===== config.mk =====
export PLATFORM = sky130hd
export DESIGN_NAME = dq_mode_registers
export DESIGN_NICKNAME = d
export VERILOG_FILES = /design/src/rtl/dqcal_pkg.sv /design/src/rtl/dq_cal_serializer.sv /design/src/rtl/dq_mode_registers.sv
export VERILOG_INCLUDE_DIRS = /design/src /design/src/rtl
export SDC_FILE = /design/constraint.sdc
export NUM_CORES = 1
export LEC_CHECK = 0
export ABC_AREA = 0
export BUFFER_PORTS_ARGS = -buffer_cell sky130_fd_sc_hd__buf_2
export CAP_MARGIN = 20
export CORE_MARGIN = 4
export CORE_UTILIZATION = 41
export DETAILED_ROUTE_END_ITERATION = 10
export PLACE_DENSITY = 0.65
export RECOVER_POWER = 50
export SYNTH_ARGS = -nofsm -noshare
export SYNTH_HDL_FRONTEND = slang
export SYNTH_HIERARCHICAL = 1
export SYNTH_SLANG_ARGS = --single-unit

===== constraint.sdc =====
create_clock -name sys_clk -period 2.42 [get_ports sys_clk]
set_input_delay 0.605 -clock sys_clk [delete_from_list [all_inputs] [get_ports sys_clk]]
set_output_delay 0.605 -clock sys_clk [all_outputs]
set_load 0.05 [all_outputs]

===== src/rtl/dqcal_consts.svh =====
`ifndef DQCAL_CONSTS_SVH
`define DQCAL_CONSTS_SVH

// Mode register addresses
`define MRA_IO_CONFIG 6'h03
`define MRA_SETPOINT_CTRL 6'h0d
`define MRA_VREF_DQ 6'h0e
`define MRA_LOWER_INVERT 6'h0f
`define MRA_PATTERN_A 6'h20
`define MRA_PATTERN_B 6'h28

// Field positions
`define SETPOINT_WRITE_BIT 6
`define SETPOINT_OPERATE_BIT 7
`define VREF_RANGE_BIT 6
`define IO_BUS_INVERSION_BIT 6
`define VREF_CODE_MSB 5

// Legal code limit
`define VREF_CODE_MAX 6'h32

// Reset values
`define VREF_DQ_RESET 7'h5d
`define SETPOINT_CTRL_RESET 8'h00
`define IO_CONFIG_RESET 8'h00
`define LOWER_INVERT_RESET 8'h55
`define PATTERN_A_RESET 8'h00
`define PATTERN_B_RESET 8'h00

// Calibration burst length in beats
`define CAL_BEATS 5'h10

`endif


===== src/rtl/dqcal_pkg.sv =====
package dqcal_pkg;

  typedef logic [7:0] mr_op_t;
  typedef logic [6:0] vref_word_t;

  typedef enum logic {
    CAL_IDLE,
    CAL_BURST
  } cal_state_t;

endpackage


===== src/rtl/dq_cal_serializer.sv =====
`timescale 1ns/1ps
`include "dqcal_consts.svh"

module dq_cal_serializer
  import dqcal_pkg::*;
(
  // Clock and reset
  input wire logic sys_clk,
  input wire logic reset_n,
  // Control
  input wire logic start,
  input wire logic beat,
  input wire mr_op_t pattern_a,
  input wire mr_op_t pattern_b,
  input wire mr_op_t invert,
  input wire logic bus_inversion_on,
  // Outputs
  output logic [7:0] dq_out,
  output logic dq_oe,
  output logic dmi_out,
  output logic busy
);

  cal_state_t state;
  logic [4:0] beat_idx;

  function automatic logic pattern_bit(input mr_op_t a, input mr_op_t b,
                                       input logic [4:0] idx);
    pattern_bit = idx[3] ? b[idx[2:0]] : a[idx[2:0]];
  endfunction

  assign busy = (state == CAL_BURST);

  // ========================================
  // Burst sequencing
  always_ff @(posedge sys_clk or negedge reset_n)
  begin
    if (!reset_n)
    begin
      state <= CAL_IDLE;
      beat_idx <= 5'h00;
    end
    else
    begin
      case (state)
        CAL_IDLE:
        begin
          if (start)
          begin
            state <= CAL_BURST;
            beat_idx <= 5'h00;
          end
        end
        CAL_BURST:
        begin
          if (beat)
          begin
            if (beat_idx == `CAL_BEATS - 5'h01)
              state <= CAL_IDLE;
            beat_idx <= beat_idx + 5'h01;
          end
        end
        default:
          state <= CAL_IDLE;
      endcase
    end
  end

  // ========================================
  // Lane drive
  always_ff @(posedge sys_clk or negedge reset_n)
  begin
    if (!reset_n)
    begin
      dq_out <= 8'h00;
      dmi_out <= 1'b0;
      dq_oe <= 1'b0;
    end
    else
    begin
      dq_oe <= busy && !(beat && beat_idx == `CAL_BEATS - 5'h01);
      dq_out <= {8{pattern_bit(pattern_a, pattern_b, beat_idx)}} ^ invert;
      dmi_out <= pattern_bit(pattern_a, pattern_b, beat_idx);
    end
  end

  // ========================================
  // Checks
  property p_lane_invert;
    @(posedge sys_clk) disable iff (!reset_n)
    dq_oe |-> dq_out == ({8{dmi_out}} ^ $past(invert));
  endproperty
  a_lane_invert: assert property (p_lane_invert)
    else $error("Lane inversion does not follow the invert mask");

  property p_lane_map;
    @(posedge sys_clk) disable iff (!reset_n)
    (dq_oe && $past(invert) == 8'h01) |-> (dq_out[0] != dmi_out)
      && (dq_out[7:1] == {7{dmi_out}});
  endproperty
  a_lane_map: assert property (p_lane_map)
    else $error("Invert bit zero does not map to lane zero");

  property p_dmi_true;
    @(posedge sys_clk) disable iff (!reset_n)
    busy |=> dmi_out == pattern_bit($past(pattern_a), $past(pattern_b),
                                    $past(beat_idx));
  endproperty
  a_dmi_true: assert property (p_dmi_true)
    else $error("Mask lane does not carry the true pattern");

  property p_no_bus_inversion;
    @(posedge sys_clk) disable iff (!reset_n)
    (busy && bus_inversion_on && invert == 8'h00) |=>
      dq_out == {8{dmi_out}};
  endproperty
  a_no_bus_inversion: assert property (p_no_bus_inversion)
    else $error("Calibration output was bus inverted");

endmodule // dq_cal_serializer


===== src/rtl/dq_mode_registers.sv =====
`timescale 1ns/1ps
`include "dqcal_consts.svh"

// Overview of operation
// - Reference code is six bits; only 000000 to 110010 are legal.
// - Bit 6 of the reference register picks range 0 or range 1.
// - Reference register is kept as two copies, one per set point.
// - Invert bit set drives the calibration pattern inverted on that lane.
// - Invert bit n controls lower byte lane n.
// - Invert register resets to 55 hex.
// - Mask lane is never inverted and carries the true pattern.
// - No bus inversion on calibration output, even when enabled.
// - Reference write goes to the copy chosen by write select.
// - Only the copy chosen by operate select drives operation.
// - Reference read returns its operand, unused bits as zero.

module dq_mode_registers
  import dqcal_pkg::*;
(
  // Clocks and reset
  input wire logic sys_clk,
  input wire logic reset_n,
  // Mode register link from the controller
  input wire logic link_clk,
  input wire logic mr_write,
  input wire logic mr_read,
  input wire logic cal_read,
  input wire logic [5:0] mr_addr,
  input wire mr_op_t mr_op,
  // Read answer
  output mr_op_t mr_rdata,
  output logic mr_rvalid,
  // Calibration lanes
  output logic [7:0] dq_out,
  output logic dq_oe,
  output logic dmi_out,
  output logic cal_busy,
  // Active reference setting
  output logic [5:0] vref_code,
  output logic vref_range
);

  // ========================================
  // Input synchronisers
  logic [1:0] link_sync;
  logic link_prev;
  logic [1:0] wr_sync, rd_sync, cal_sync;
  logic [5:0] addr_s1, addr_s2;
  mr_op_t op_s1, op_s2;
  logic link_rise;

  always_ff @(posedge sys_clk or negedge reset_n)
  begin
    if (!reset_n)
    begin
      link_sync <= 2'h0;
      link_prev <= 1'b0;
      wr_sync <= 2'h0;
      rd_sync <= 2'h0;
      cal_sync <= 2'h0;
      addr_s1 <= 6'h00;
      addr_s2 <= 6'h00;
      op_s1 <= 8'h00;
      op_s2 <= 8'h00;
    end
    else
    begin
      link_sync <= {link_sync[0], link_clk};
      link_prev <= link_sync[1];
      wr_sync <= {wr_sync[0], mr_write};
      rd_sync <= {rd_sync[0], mr_read};
      cal_sync <= {cal_sync[0], cal_read};
      addr_s1 <= mr_addr;
      addr_s2 <= addr_s1;
      op_s1 <= mr_op;
      op_s2 <= op_s1;
    end
  end

  assign link_rise = link_sync[1] && !link_prev;

  // ========================================
  // Command decode
  logic do_write, do_read;
  logic code_legal;

  function automatic logic hit(input logic [5:0] a, input logic [5:0] ref_a);
    hit = (a == ref_a);
  endfunction

  assign do_write = link_rise && wr_sync[1];
  assign do_read = link_rise && rd_sync[1];
  assign code_legal = op_s2[`VREF_CODE_MSB:0] <= `VREF_CODE_MAX;

  // ========================================
  // Mode registers
  mr_op_t setpoint_ctrl;
  mr_op_t io_config;
  mr_op_t lower_invert;
  mr_op_t pattern_a;
  mr_op_t pattern_b;
  vref_word_t vref_copy [2];
  logic wsel, osel;
  vref_word_t vref_active;

  assign wsel = setpoint_ctrl[`SETPOINT_WRITE_BIT];
  assign osel = setpoint_ctrl[`SETPOINT_OPERATE_BIT];

  always_ff @(posedge sys_clk or negedge reset_n)
  begin
    if (!reset_n)
    begin
      setpoint_ctrl <= `SETPOINT_CTRL_RESET;
      io_config <= `IO_CONFIG_RESET;
      lower_invert <= `LOWER_INVERT_RESET;
      pattern_a <= `PATTERN_A_RESET;
      pattern_b <= `PATTERN_B_RESET;
    end
    else if (do_write)
    begin
      if (hit(addr_s2, `MRA_SETPOINT_CTRL))
        setpoint_ctrl <= op_s2;
      if (hit(addr_s2, `MRA_IO_CONFIG))
        io_config <= op_s2;
      if (hit(addr_s2, `MRA_LOWER_INVERT))
        lower_invert <= op_s2;
      if (hit(addr_s2, `MRA_PATTERN_A))
        pattern_a <= op_s2;
      if (hit(addr_s2, `MRA_PATTERN_B))
        pattern_b <= op_s2;
    end
  end

  always_ff @(posedge sys_clk or negedge reset_n)
  begin
    if (!reset_n)
    begin
      vref_copy[0] <= `VREF_DQ_RESET;
      vref_copy[1] <= `VREF_DQ_RESET;
    end
    else if (do_write && hit(addr_s2, `MRA_VREF_DQ) && code_legal)
      vref_copy[wsel] <= op_s2[6:0];
  end

  assign vref_active = vref_copy[osel];
  assign vref_range = vref_active[`VREF_RANGE_BIT];
  assign vref_code = vref_active[`VREF_CODE_MSB:0];

  // ========================================
  // Mode register read
  always_ff @(posedge sys_clk or negedge reset_n)
  begin
    if (!reset_n)
    begin
      mr_rdata <= 8'h00;
      mr_rvalid <= 1'b0;
    end
    else
    begin
      mr_rvalid <= do_read;
      if (do_read)
      begin
        if (hit(addr_s2, `MRA_VREF_DQ))
          mr_rdata <= {1'b0, vref_copy[wsel]};
        else
          mr_rdata <= 8'h00;
      end
    end
  end

  // ========================================
  // Read calibration output
  dq_cal_serializer u_cal (
    .sys_clk(sys_clk),
    .reset_n(reset_n),
    .start(link_rise && cal_sync[1]),
    .beat(link_rise),
    .pattern_a(pattern_a),
    .pattern_b(pattern_b),
    .invert(lower_invert),
    .bus_inversion_on(io_config[`IO_BUS_INVERSION_BIT]),
    .dq_out(dq_out),
    .dq_oe(dq_oe),
    .dmi_out(dmi_out),
    .busy(cal_busy)
  );

  // ========================================
  // Checks
  property p_code_legal;
    @(posedge sys_clk) disable iff (!reset_n)
    vref_copy[0][5:0] <= 6'h32 && vref_copy[1][5:0] <= 6'h32;
  endproperty
  a_code_legal: assert property (p_code_legal)
    else $error("A stored reference code is reserved");

  property p_range;
    @(posedge sys_clk) disable iff (!reset_n)
    vref_range == (osel ? vref_copy[1][6] : vref_copy[0][6]);
  endproperty
  a_range: assert property (p_range)
    else $error("Range output does not follow the active copy");

  property p_other_copy_kept;
    @(posedge sys_clk) disable iff (!reset_n)
    (do_write && hit(addr_s2, `MRA_VREF_DQ) && !wsel) |=>
      $stable(vref_copy[1]);
  endproperty
  a_other_copy_kept: assert property (p_other_copy_kept)
    else $error("Write disturbed the unselected copy");

  property p_write_copy;
    @(posedge sys_clk) disable iff (!reset_n)
    (do_write && hit(addr_s2, `MRA_VREF_DQ) && code_legal) |=>
      vref_copy[$past(wsel)] == $past(op_s2[6:0]);
  endproperty
  a_write_copy: assert property (p_write_copy)
    else $error("Reference write missed the selected copy");

  property p_operate_copy;
    @(posedge sys_clk) disable iff (!reset_n)
    (!osel && !$stable(vref_copy[1]) && $stable(vref_copy[0]) &&
      $stable(osel)) |-> $stable(vref_code);
  endproperty
  a_operate_copy: assert property (p_operate_copy)
    else $error("Inactive copy changed the operating setting");

  property p_read_zero;
    @(posedge sys_clk) disable iff (!reset_n)
    do_read |=> mr_rvalid && !mr_rdata[7] &&
      (!$past(hit(addr_s2, `MRA_VREF_DQ)) ||
      mr_rdata[6:0] == $past(vref_copy[wsel]));
  endproperty
  a_read_zero: assert property (p_read_zero)
    else $error("Reference read returned wrong data");

  property p_invert_hold;
    @(posedge sys_clk) disable iff (!reset_n)
    !$stable(lower_invert) |->
      $past(do_write && hit(addr_s2, `MRA_LOWER_INVERT));
  endproperty
  a_invert_hold: assert property (p_invert_hold)
    else $error("Invert mask changed without a write");

endmodule // dq_mode_registers


==> After elaboration in Yosys (flattened, before gate mapping) <==
Index checks and enable logic that the tools add are counted.
Widths: inputs -> output; s select.
{ "word_totals": {"ff_bits": 108, "latch_bits": 0, "mem_bits_rw": 0, "romBits": 0, "out_inout_bits": 27, "word_cells": 78, "n_memories": 0} }
{ "classes": {"add_sub_neg": 1, "mul": 0, "div_mod_pow": 0, "n_lt_le_gt_ge": 5, "eq_ne": 8, "shift": 0, "mux": 22, "bitwise": 4, "reduce_logical": 16} }
{ "op_table": {"columns": ["cell", "n"], "rows": [
  ["$mux 7", 8],
  ["$eq 6x4->1 const B", 3],
  ["$bwmux 14", 1],
  ["$eq 6x6->1 const B", 2],
  ["$mux 5", 2],
  ["$pmux 5 s2", 1],
  ["$reduce_and 2->1", 5],
  ["$logic_and 1x1->1", 9],
  ["$xor 8x8->8", 1],
  ["$demux 7 s1", 1],
  ["$bmux 1 s3", 2],
  ["$le 6x6->1 const B", 1],
  ["$mux 1", 6],
  ["$add 5x1->5 const B", 1],
  ["$eq 5x4->1 const B", 1],
  ["$ge 2x2->1 const B", 2],
  ["$lt 3x4->1 const B", 1],
  ["$not 1->2", 2],
  ["$logic_not 1->1", 2],
  ["$lt 2x1->1 const B", 1],
  ["$ne 2x1->1 const B", 1],
  ["$ne 2x2->1 const B", 1],
  ["$pmux 1 s2", 1],
  ["$not 1->1", 1]
]} }

==> Depth between registers and ports, before layout <==
Gate-level depths: netlist (run 1).
{ "depth": {"ltp_word": 6, "ltp_mapped": 5} }

==> Cells and area by module <==
The synthesis (run 1) kept the hierarchy.
{ "modules_own_cells": {"columns": ["module", "instances", "cells_each", "area_each_um2", "seq_area_each_um2"], "rows": [
  ["dq_mode_registers", 1, 183, 3085.5, 2169.6],
  ["dq_cal_serializer", 1, 57, 778.2, 400.4]
]} }

==> Least setup slack after synthesis (run 1) <==
Ideal clock, no wire load.
{ "synth_path": {"kind": "register -> register", "from": "reg u_cal.beat_idx[1]", "to": "reg u_cal.dq_out[0]", "setup_ns": 0.124, "arrival_ns": 1.743, "required_ns": 2.296, "setup_slack_ns": 0.553, "path_stages_with_launch": 6, "path_buffers": 2, "period_less_slack_ns": 1.867, "path_cell_list": "dfrtp_1 > buf_6 > mux4_1 > mux4_2 > buf_6 > xor2_1"} }
{ "synth_between": {"elab_chain_len": 4, "word_cells_on_any_way": 6, "cone_classes": "5 x mux; 1 x bitwise"} }
{ "synth_lines": {"columns": ["element", "line", "source"], "rows": [
  ["from (decl)", "dq_cal_serializer.sv:25", "logic [4:0] beat_idx;"],
  ["from (signal assigned)", "dq_cal_serializer.sv:60", "beat_idx <= beat_idx + 5'h01;"],
  ["$bmux 1 s3", "dq_cal_serializer.sv:29", "pattern_bit = idx[3] ? b[idx[2:0]] : a[idx[2:0]];"],
  ["$mux 1 (not written as such)", "dq_cal_serializer.sv:29", null],
  ["$mux 1 (*)", "dq_cal_serializer.sv:29", null],
  ["$xor 8x8->8 (*)", "dq_cal_serializer.sv:82", "dq_out <= {8{pattern_bit(pattern_a, pattern_b, beat_idx)}} ^ invert;"],
  ["to (signal assigned)", "dq_cal_serializer.sv:82", null],
  ["to (decl)", "dq_cal_serializer.sv:18", "output logic [7:0] dq_out,"]
]} }
Mark *: on every way between the ends. The rest lies on a longest branch, timed or not. The select of a mux whose other input is x is not followed.
A chain may end at the register's enable or synchronous reset.

==> Worst setup path in the final report (run 1) <==
{ "layout_path": {"from": "reg setpoint_ctrl[7]", "to": "out vref_code[2]"} }
{ "layout_between": {"elab_chain_len": 4} }
{ "layout_lines": {"columns": ["element", "line", "source"], "rows": [
  ["from (decl)", "dq_mode_registers.sv:97", "mr_op_t setpoint_ctrl;"],
  ["from (signal assigned)", "dq_mode_registers.sv:113", "setpoint_ctrl <= `SETPOINT_CTRL_RESET;"],
  ["from (signal assigned)", "dq_mode_registers.sv:122", "setpoint_ctrl <= op_s2;"],
  ["$not 1->2 (not written as such)", "dq_mode_registers.sv:145", "assign vref_active = vref_copy[osel];"],
  ["$mux 7 (not written as such) (3 in a row)", "dq_mode_registers.sv:145", null],
  ["to (decl)", "dq_mode_registers.sv:39", "output logic [5:0] vref_code,"]
]} }
Every way passes these cells. The select of a mux whose other input is x is not followed.

==> results of run 1 <==
## final timing paths
kind	startpoint	endpoint	depth (start not counted)
setup / recovery	setpoint_ctrl[7]	vref_code[2]	2
hold / removal	mr_op[5]	op_s1[5]	1
setup reg to reg	u_cal/beat_idx[1]	u_cal/dq_out[4]	3
hold reg to reg	op_s1[1]	op_s2[1]	0
max in group asynchronous	reset_n	op_s1[7]	2
min in group asynchronous	reset_n	link_sync[1]	1
## per-layer routing
metal | GRT usage | share of wire | vias to the layer above | routed length, um
met3 | 0.0329 | 0.037 | 11 | 236
met4 | 0.0598 | 0.021 | 0 | 131
met1 | 0.165 | 0.45 | 1013 | 2870
met5 | 0 | 0 | - | 0
li1 | - | - | 943 | -
met2 | 0.198 | 0.49 | 35 | 3070
## stage by stage
stage | area (sq um) | utilization | total power (W)
after floorplan | 3810 | - | 0.00229
after global placement | 4170 | 0.469 | 0.00241
after detailed placement | 4170 | 0.469 | 0.00242
after CTS | 4360 | 0.490 | 0.00347
after global routing | 4350 | 0.490 | 0.00359
final | 4350 | 0.490 | 0.00341
## registers in the layout (all words and copies together), names as in the netlist
signal          flops
lower_invert        8
op_s1               8
pattern_b           8
u_cal/busy          1
link_sync           2
u_cal/beat_idx      5
u_cal/dq_out        8
pattern_a           8
cal_sync            2
setpoint_ctrl       2
rd_sync             2
op_s2               8
addr_s1             6
link_prev           1
u_cal/dq_oe         1
addr_s2             6
vref_copy          14
u_cal/dmi_out       1
mr_rdata            7
wr_sync             2
mr_rvalid           1
## power breakdown
part / internal, W / leakage, nW / switching [W]
Sequential: 0.00182 / 1.25 / 0.000108
Clock: 0.000477 / 0.0923 / 0.000551
Combinational: 0.000165 / 0.849 / 0.000285
## cell type report
class | count | area (sq um)
clock buffers | 10 | 128
clock inverters | 6 | 63.8
fillers | 772 | 4540
inverters | 3 | 11.3
multi-input cells | 122 | 1200
flip-flops and latches | 101 | 2540
well taps | 108 | 135
repair buffers | 50 | 272
==> impl_metrics.ini, run 1 <==
[sta]
relSlewSlack = 0.361
report.final.slew_viol_count = 0
worst_slack_ns = 0.312
timing.final.crit_share = 0.871
tns_ns = 0
final.setup_skew_ns = 0.0101
max_freq_ghz = 0.474
rsz0062_at_grt = false
fin_crit_ns = 2.11
whs_ns = 0.350
finalSetupViolations = 0
worst_slew_pin_slew_ns = 0.958
hold_violations = 0

[placed_design]
pre_cts_slack_ns = 0.360
place_hpwl_um = 4310
place_inst = 384
gp_congestion = 0.781
port_buffers = 45

[critical_path]
crit_chain = mux2_2 -> buf_2
cp.arrival_ns = 1.50
crit_family = flip-flops
critical_path.max_fanout = 8
cp.buffers_inverters = 1
crit_path_top_delay_cell = dfrtp_1
crit_path_end_kind = output port
slowest_delay_ns = 0.56
cp-start-kind = register
required_ns = 1.81
r2r_slack_ns = 0.37
path_class = register to output port

[power]
peakVddDrop_uv = 295
powerDensity_nw_per_um2 = 782
power.leakage_nw = 2.19

[clock_tree]
clk_latency_ns = 0.35
ctsHoldBuffers = 0
cts_tree = done
cts-root-buf = clkbuf_8
cts_setup_buffers = 0
clk_pin_slew_ns = 0.09
cts_resized = 0
cts_made_buffers = 9
htree_levels = 3
cts.sinks = 101
cts_max_path_buffers = 2

[cells_and_area]
final_cells = 400
mostFrequentLayoutCell = dfrtp_1
drive_above_1_share = 0.459
nets = 309
antenna_cells = 0
most-common-layout-cells = 87 x dfrtp_1, 47 x mux2_2, 44 x buf_2
syn2layout_area_growth_pct = 14.1

[synth]
synth_area_sq_um = 3810
synth_nets = 258
postSynthCellCount = 236
postSynthAreaPerCell_sq_um = 16.2
yosys_warnings = 6

[floorplanning]
dieArea_sq_um = 10900
pin_count = 47
initial_core_util = 0.429
die_h_um = 104
core_sq_um = 8890
num_rows = 34
die_x_um = 104

[global_routing]
grt_antenna_before_repair = 0
grt_max_degree = 46
grt_first_pass_wirelength_um = 10900
grt_pass1_vias = 2133
gr-total-overflow = 0
grt_usage = 0.127

[detailed_routing]
drtPass1Iterations = 4
drt_first_iter_violations = 92
ant_nets = 0
route.detailed.drc = 0
vias_per_cell = 5.01
num_vias = 2002
routed_wl_um = 6310
wire_per_inst_um = 15.8

[outcome]
status = completed

[min_path]
hp-class = input pin to register

[flow_run]
cap_violations = 0
Note: power is estimated with default switching activity, not from simulation.
==> inputs of run 2 (changes only) <==
--- a/config.mk
+++ b/config.mk
@@ -9,11 +9,13 @@
 export ABC_AREA = 0
 export BUFFER_PORTS_ARGS = -buffer_cell sky130_fd_sc_hd__buf_2
 export CAP_MARGIN = 20
+export CORE_ASPECT_RATIO = 1.25
 export CORE_MARGIN = 4
 export CORE_UTILIZATION = 41
 export DETAILED_ROUTE_END_ITERATION = 10
 export PLACE_DENSITY = 0.65
 export RECOVER_POWER = 50
+export REMOVE_ABC_BUFFERS = 1
 export SYNTH_ARGS = -nofsm -noshare
 export SYNTH_HDL_FRONTEND = slang
 export SYNTH_HIERARCHICAL = 1
==> constraint.sdc (replaced) <==
create_clock -name sys_clk -period 2.05 [get_ports sys_clk]
set_input_delay 0.5125 -clock sys_clk [delete_from_list [all_inputs] [get_ports sys_clk]]
set_output_delay 0.5125 -clock sys_clk [all_outputs]
set_load 0.05 [all_outputs]
==> run 2 against run 1 <==
Net effect: clock power up 55%; global-route usage up 0.88 points; first-iteration DRC count up 17%; sequential power up 18%; via count up 3.3%; cell area up 3.6%; routed wire length up 8.8%; largest cell class unchanged; largest power group unchanged.
==> impl_metrics.ini, run 2 (same netlist as run 1, synthesis figures left out) <==
[critical_path]
cp.arrival_ns = 2.20
crit_path_end_kind = register
r2r_cells = 3
required_ns = 2.26
cp-start-kind = register
critical_path.max_fanout = 5
path_class = register to register

[cells_and_area]
multi_input_area_sq_um = 1220
most-common-layout-cells = 85 x dfrtp_1, 47 x mux2_2, 44 x buf_2
nFillCells = 818
drive_above_1_share = 0.471
antenna_cells = 0
top_register = vref_copy
seqCellArea_sq_um = 2550
syn2layout_area_growth_pct = 18.3
nets = 314
final_cells = 420
mostFrequentLayoutCell = dfrtp_1
largest_reg_flops = 14

[sta]
finalSetupViolations = 0
fin_crit_ns = 1.99
tns_ns = 0
max_freq_ghz = 0.503
hold_violations = 0
relSlewSlack = 0.112
final.setup_skew_ns = 0.00652
worst_slew_pin_slew_ns = 1.33
timing.final.crit_share = 0.970
rsz0062_at_grt = false
report.final.slew_viol_count = 0

[detailed_routing]
drtPass1Iterations = 4
drt_first_iter_violations = 108
ant_nets = 0
wire_per_inst_um = 16.3
num_vias = 2068
routed_wl_um = 6860
vias_per_cell = 4.92
route.detailed.drc = 0

[global_routing]
grt_pass1_vias = 2161
grt_antenna_before_repair = 0
grt_first_pass_wirelength_um = 11000
grt_max_degree = 102
grt_usage = 0.135
gr-total-overflow = 0

[power]
power.leakage_nw = 2.26
power_frac_seq = 0.512
powerDensity_nw_per_um2 = 989
clkPwrFrac = 0.358
switching_power_w = 0.00117
internal-power_w = 0.00329
comb_power_share = 0.130
swShare = 0.262
total_power_w = 0.00446
peakVddDrop_uv = 529

[min_path]
hold_depth = 1
hp-class = input pin to register

[outcome]
status = completed

[clock_tree]
clk_pin_slew_ns = 0.06
cts-root-buf = clkbuf_16
htree_levels = 3
cts_max_path_buffers = 2
clk_latency_ns = 0.34
cts_tree = done
cts_made_buffers = 9
cts.sinks = 101

[floorplanning]
die_x_um = 94.3
dieArea_sq_um = 10900
pin_count = 47
initial_core_util = 0.418
die_h_um = 116
core_sq_um = 9130
num_rows = 39

[placed_design]
port_buffers = 45
place_inst = 403
place_hpwl_um = 4430
gp_congestion = 0.753

[flow_run]
cap_violations = 0
[run 2: cell count changes in the layout (fill, tap and decap cells not counted), moves of 2 or more]
cell / delta
dfrtp_1: -2
dfrtp_2: +2
clkbuf_16: +9
clkbuf_8: -6
buf_4: +5
clkbuf_4: +2
clkinvlp_4: -2
[run 2: through the flow]
stage / worst slack (ns) / instance area (sq um) / utilization / hold slack [ns]
3_3_place_gp: 0.0810 / 4220 / 0.462 / 0.331
3_5_place_dp: 0.0190 / 4220 / 0.462 / 0.335
5_1_grt: 0.0422 / 4510 / 0.495 / 0.259
4_1_cts: 0.0114 / 4500 / 0.493 / 0.251
2_1_floorplan: 0.138 / 3760 / - / 0.217
6_report: 0.0610 / 4510 / 0.495 / 0.279
[run 2: final cells by class]
type                    instances  area share
clock inverters                 1     0.00111
multi-input cells             123       0.271
inverters                       3     0.00250
flip-flops and latches        101       0.564
clock buffers                  15      0.0615
repair buffers                 54      0.0654
well taps                     123      0.0341
[run 2: critical path, cell delays in order, from the launching register on]
cell     delay (ns)
dfrtp_2        0.42
mux4_1         0.62
mux4_2         0.63
xor2_1         0.19
[run 2: power groups by stage]
stage          sequential, W  clock [W]  combinational [W]
2_1_floorplan        0.00244          0           0.000229
3_3_place_gp         0.00230          0           0.000560
3_5_place_dp         0.00231          0           0.000573
4_1_cts              0.00228    0.00164           0.000574
5_1_grt              0.00230    0.00174           0.000631
6_report             0.00228    0.00160           0.000578
[run 2: final timing paths]
| check | start | end | slack, ns |
|---|---|---|---|
| worst max-delay path | u_cal/beat_idx[1] | u_cal/dq_out[0] | 0.06 |
| worst min-delay path | mr_read | rd_sync[0] | 0.28 |
| worst max register to register | u_cal/beat_idx[1] | u_cal/dq_out[0] | 0.06 |
| worst min register to register | wr_sync[0] | wr_sync[1] | 0.35 |
| max in group asynchronous | reset_n | u_cal/beat_idx[1] | 0.51 |
| min in group asynchronous | reset_n | mr_rvalid | 0.59 |
[run 2: layer usage]
| metal | vias to the layer above | part of all wire | track usage |
|---|---|---|---|
| met5 | - | 0 | 0 |
| met4 | 0 | 0.020 | 0.0549 |
| met3 | 9 | 0.038 | 0.0409 |
| met2 | 36 | 0.54 | 0.228 |
| met1 | 1062 | 0.40 | 0.162 |
| li1 | 961 | - | - |
[run 2: timing repair]
action | CTS | global route
setup buffers | 0 | 0
hold buffers | 0 | 0
resized for setup | 1 | 2
endpoints found under the setup margin | 1 | 8
cloned | 0 | 1
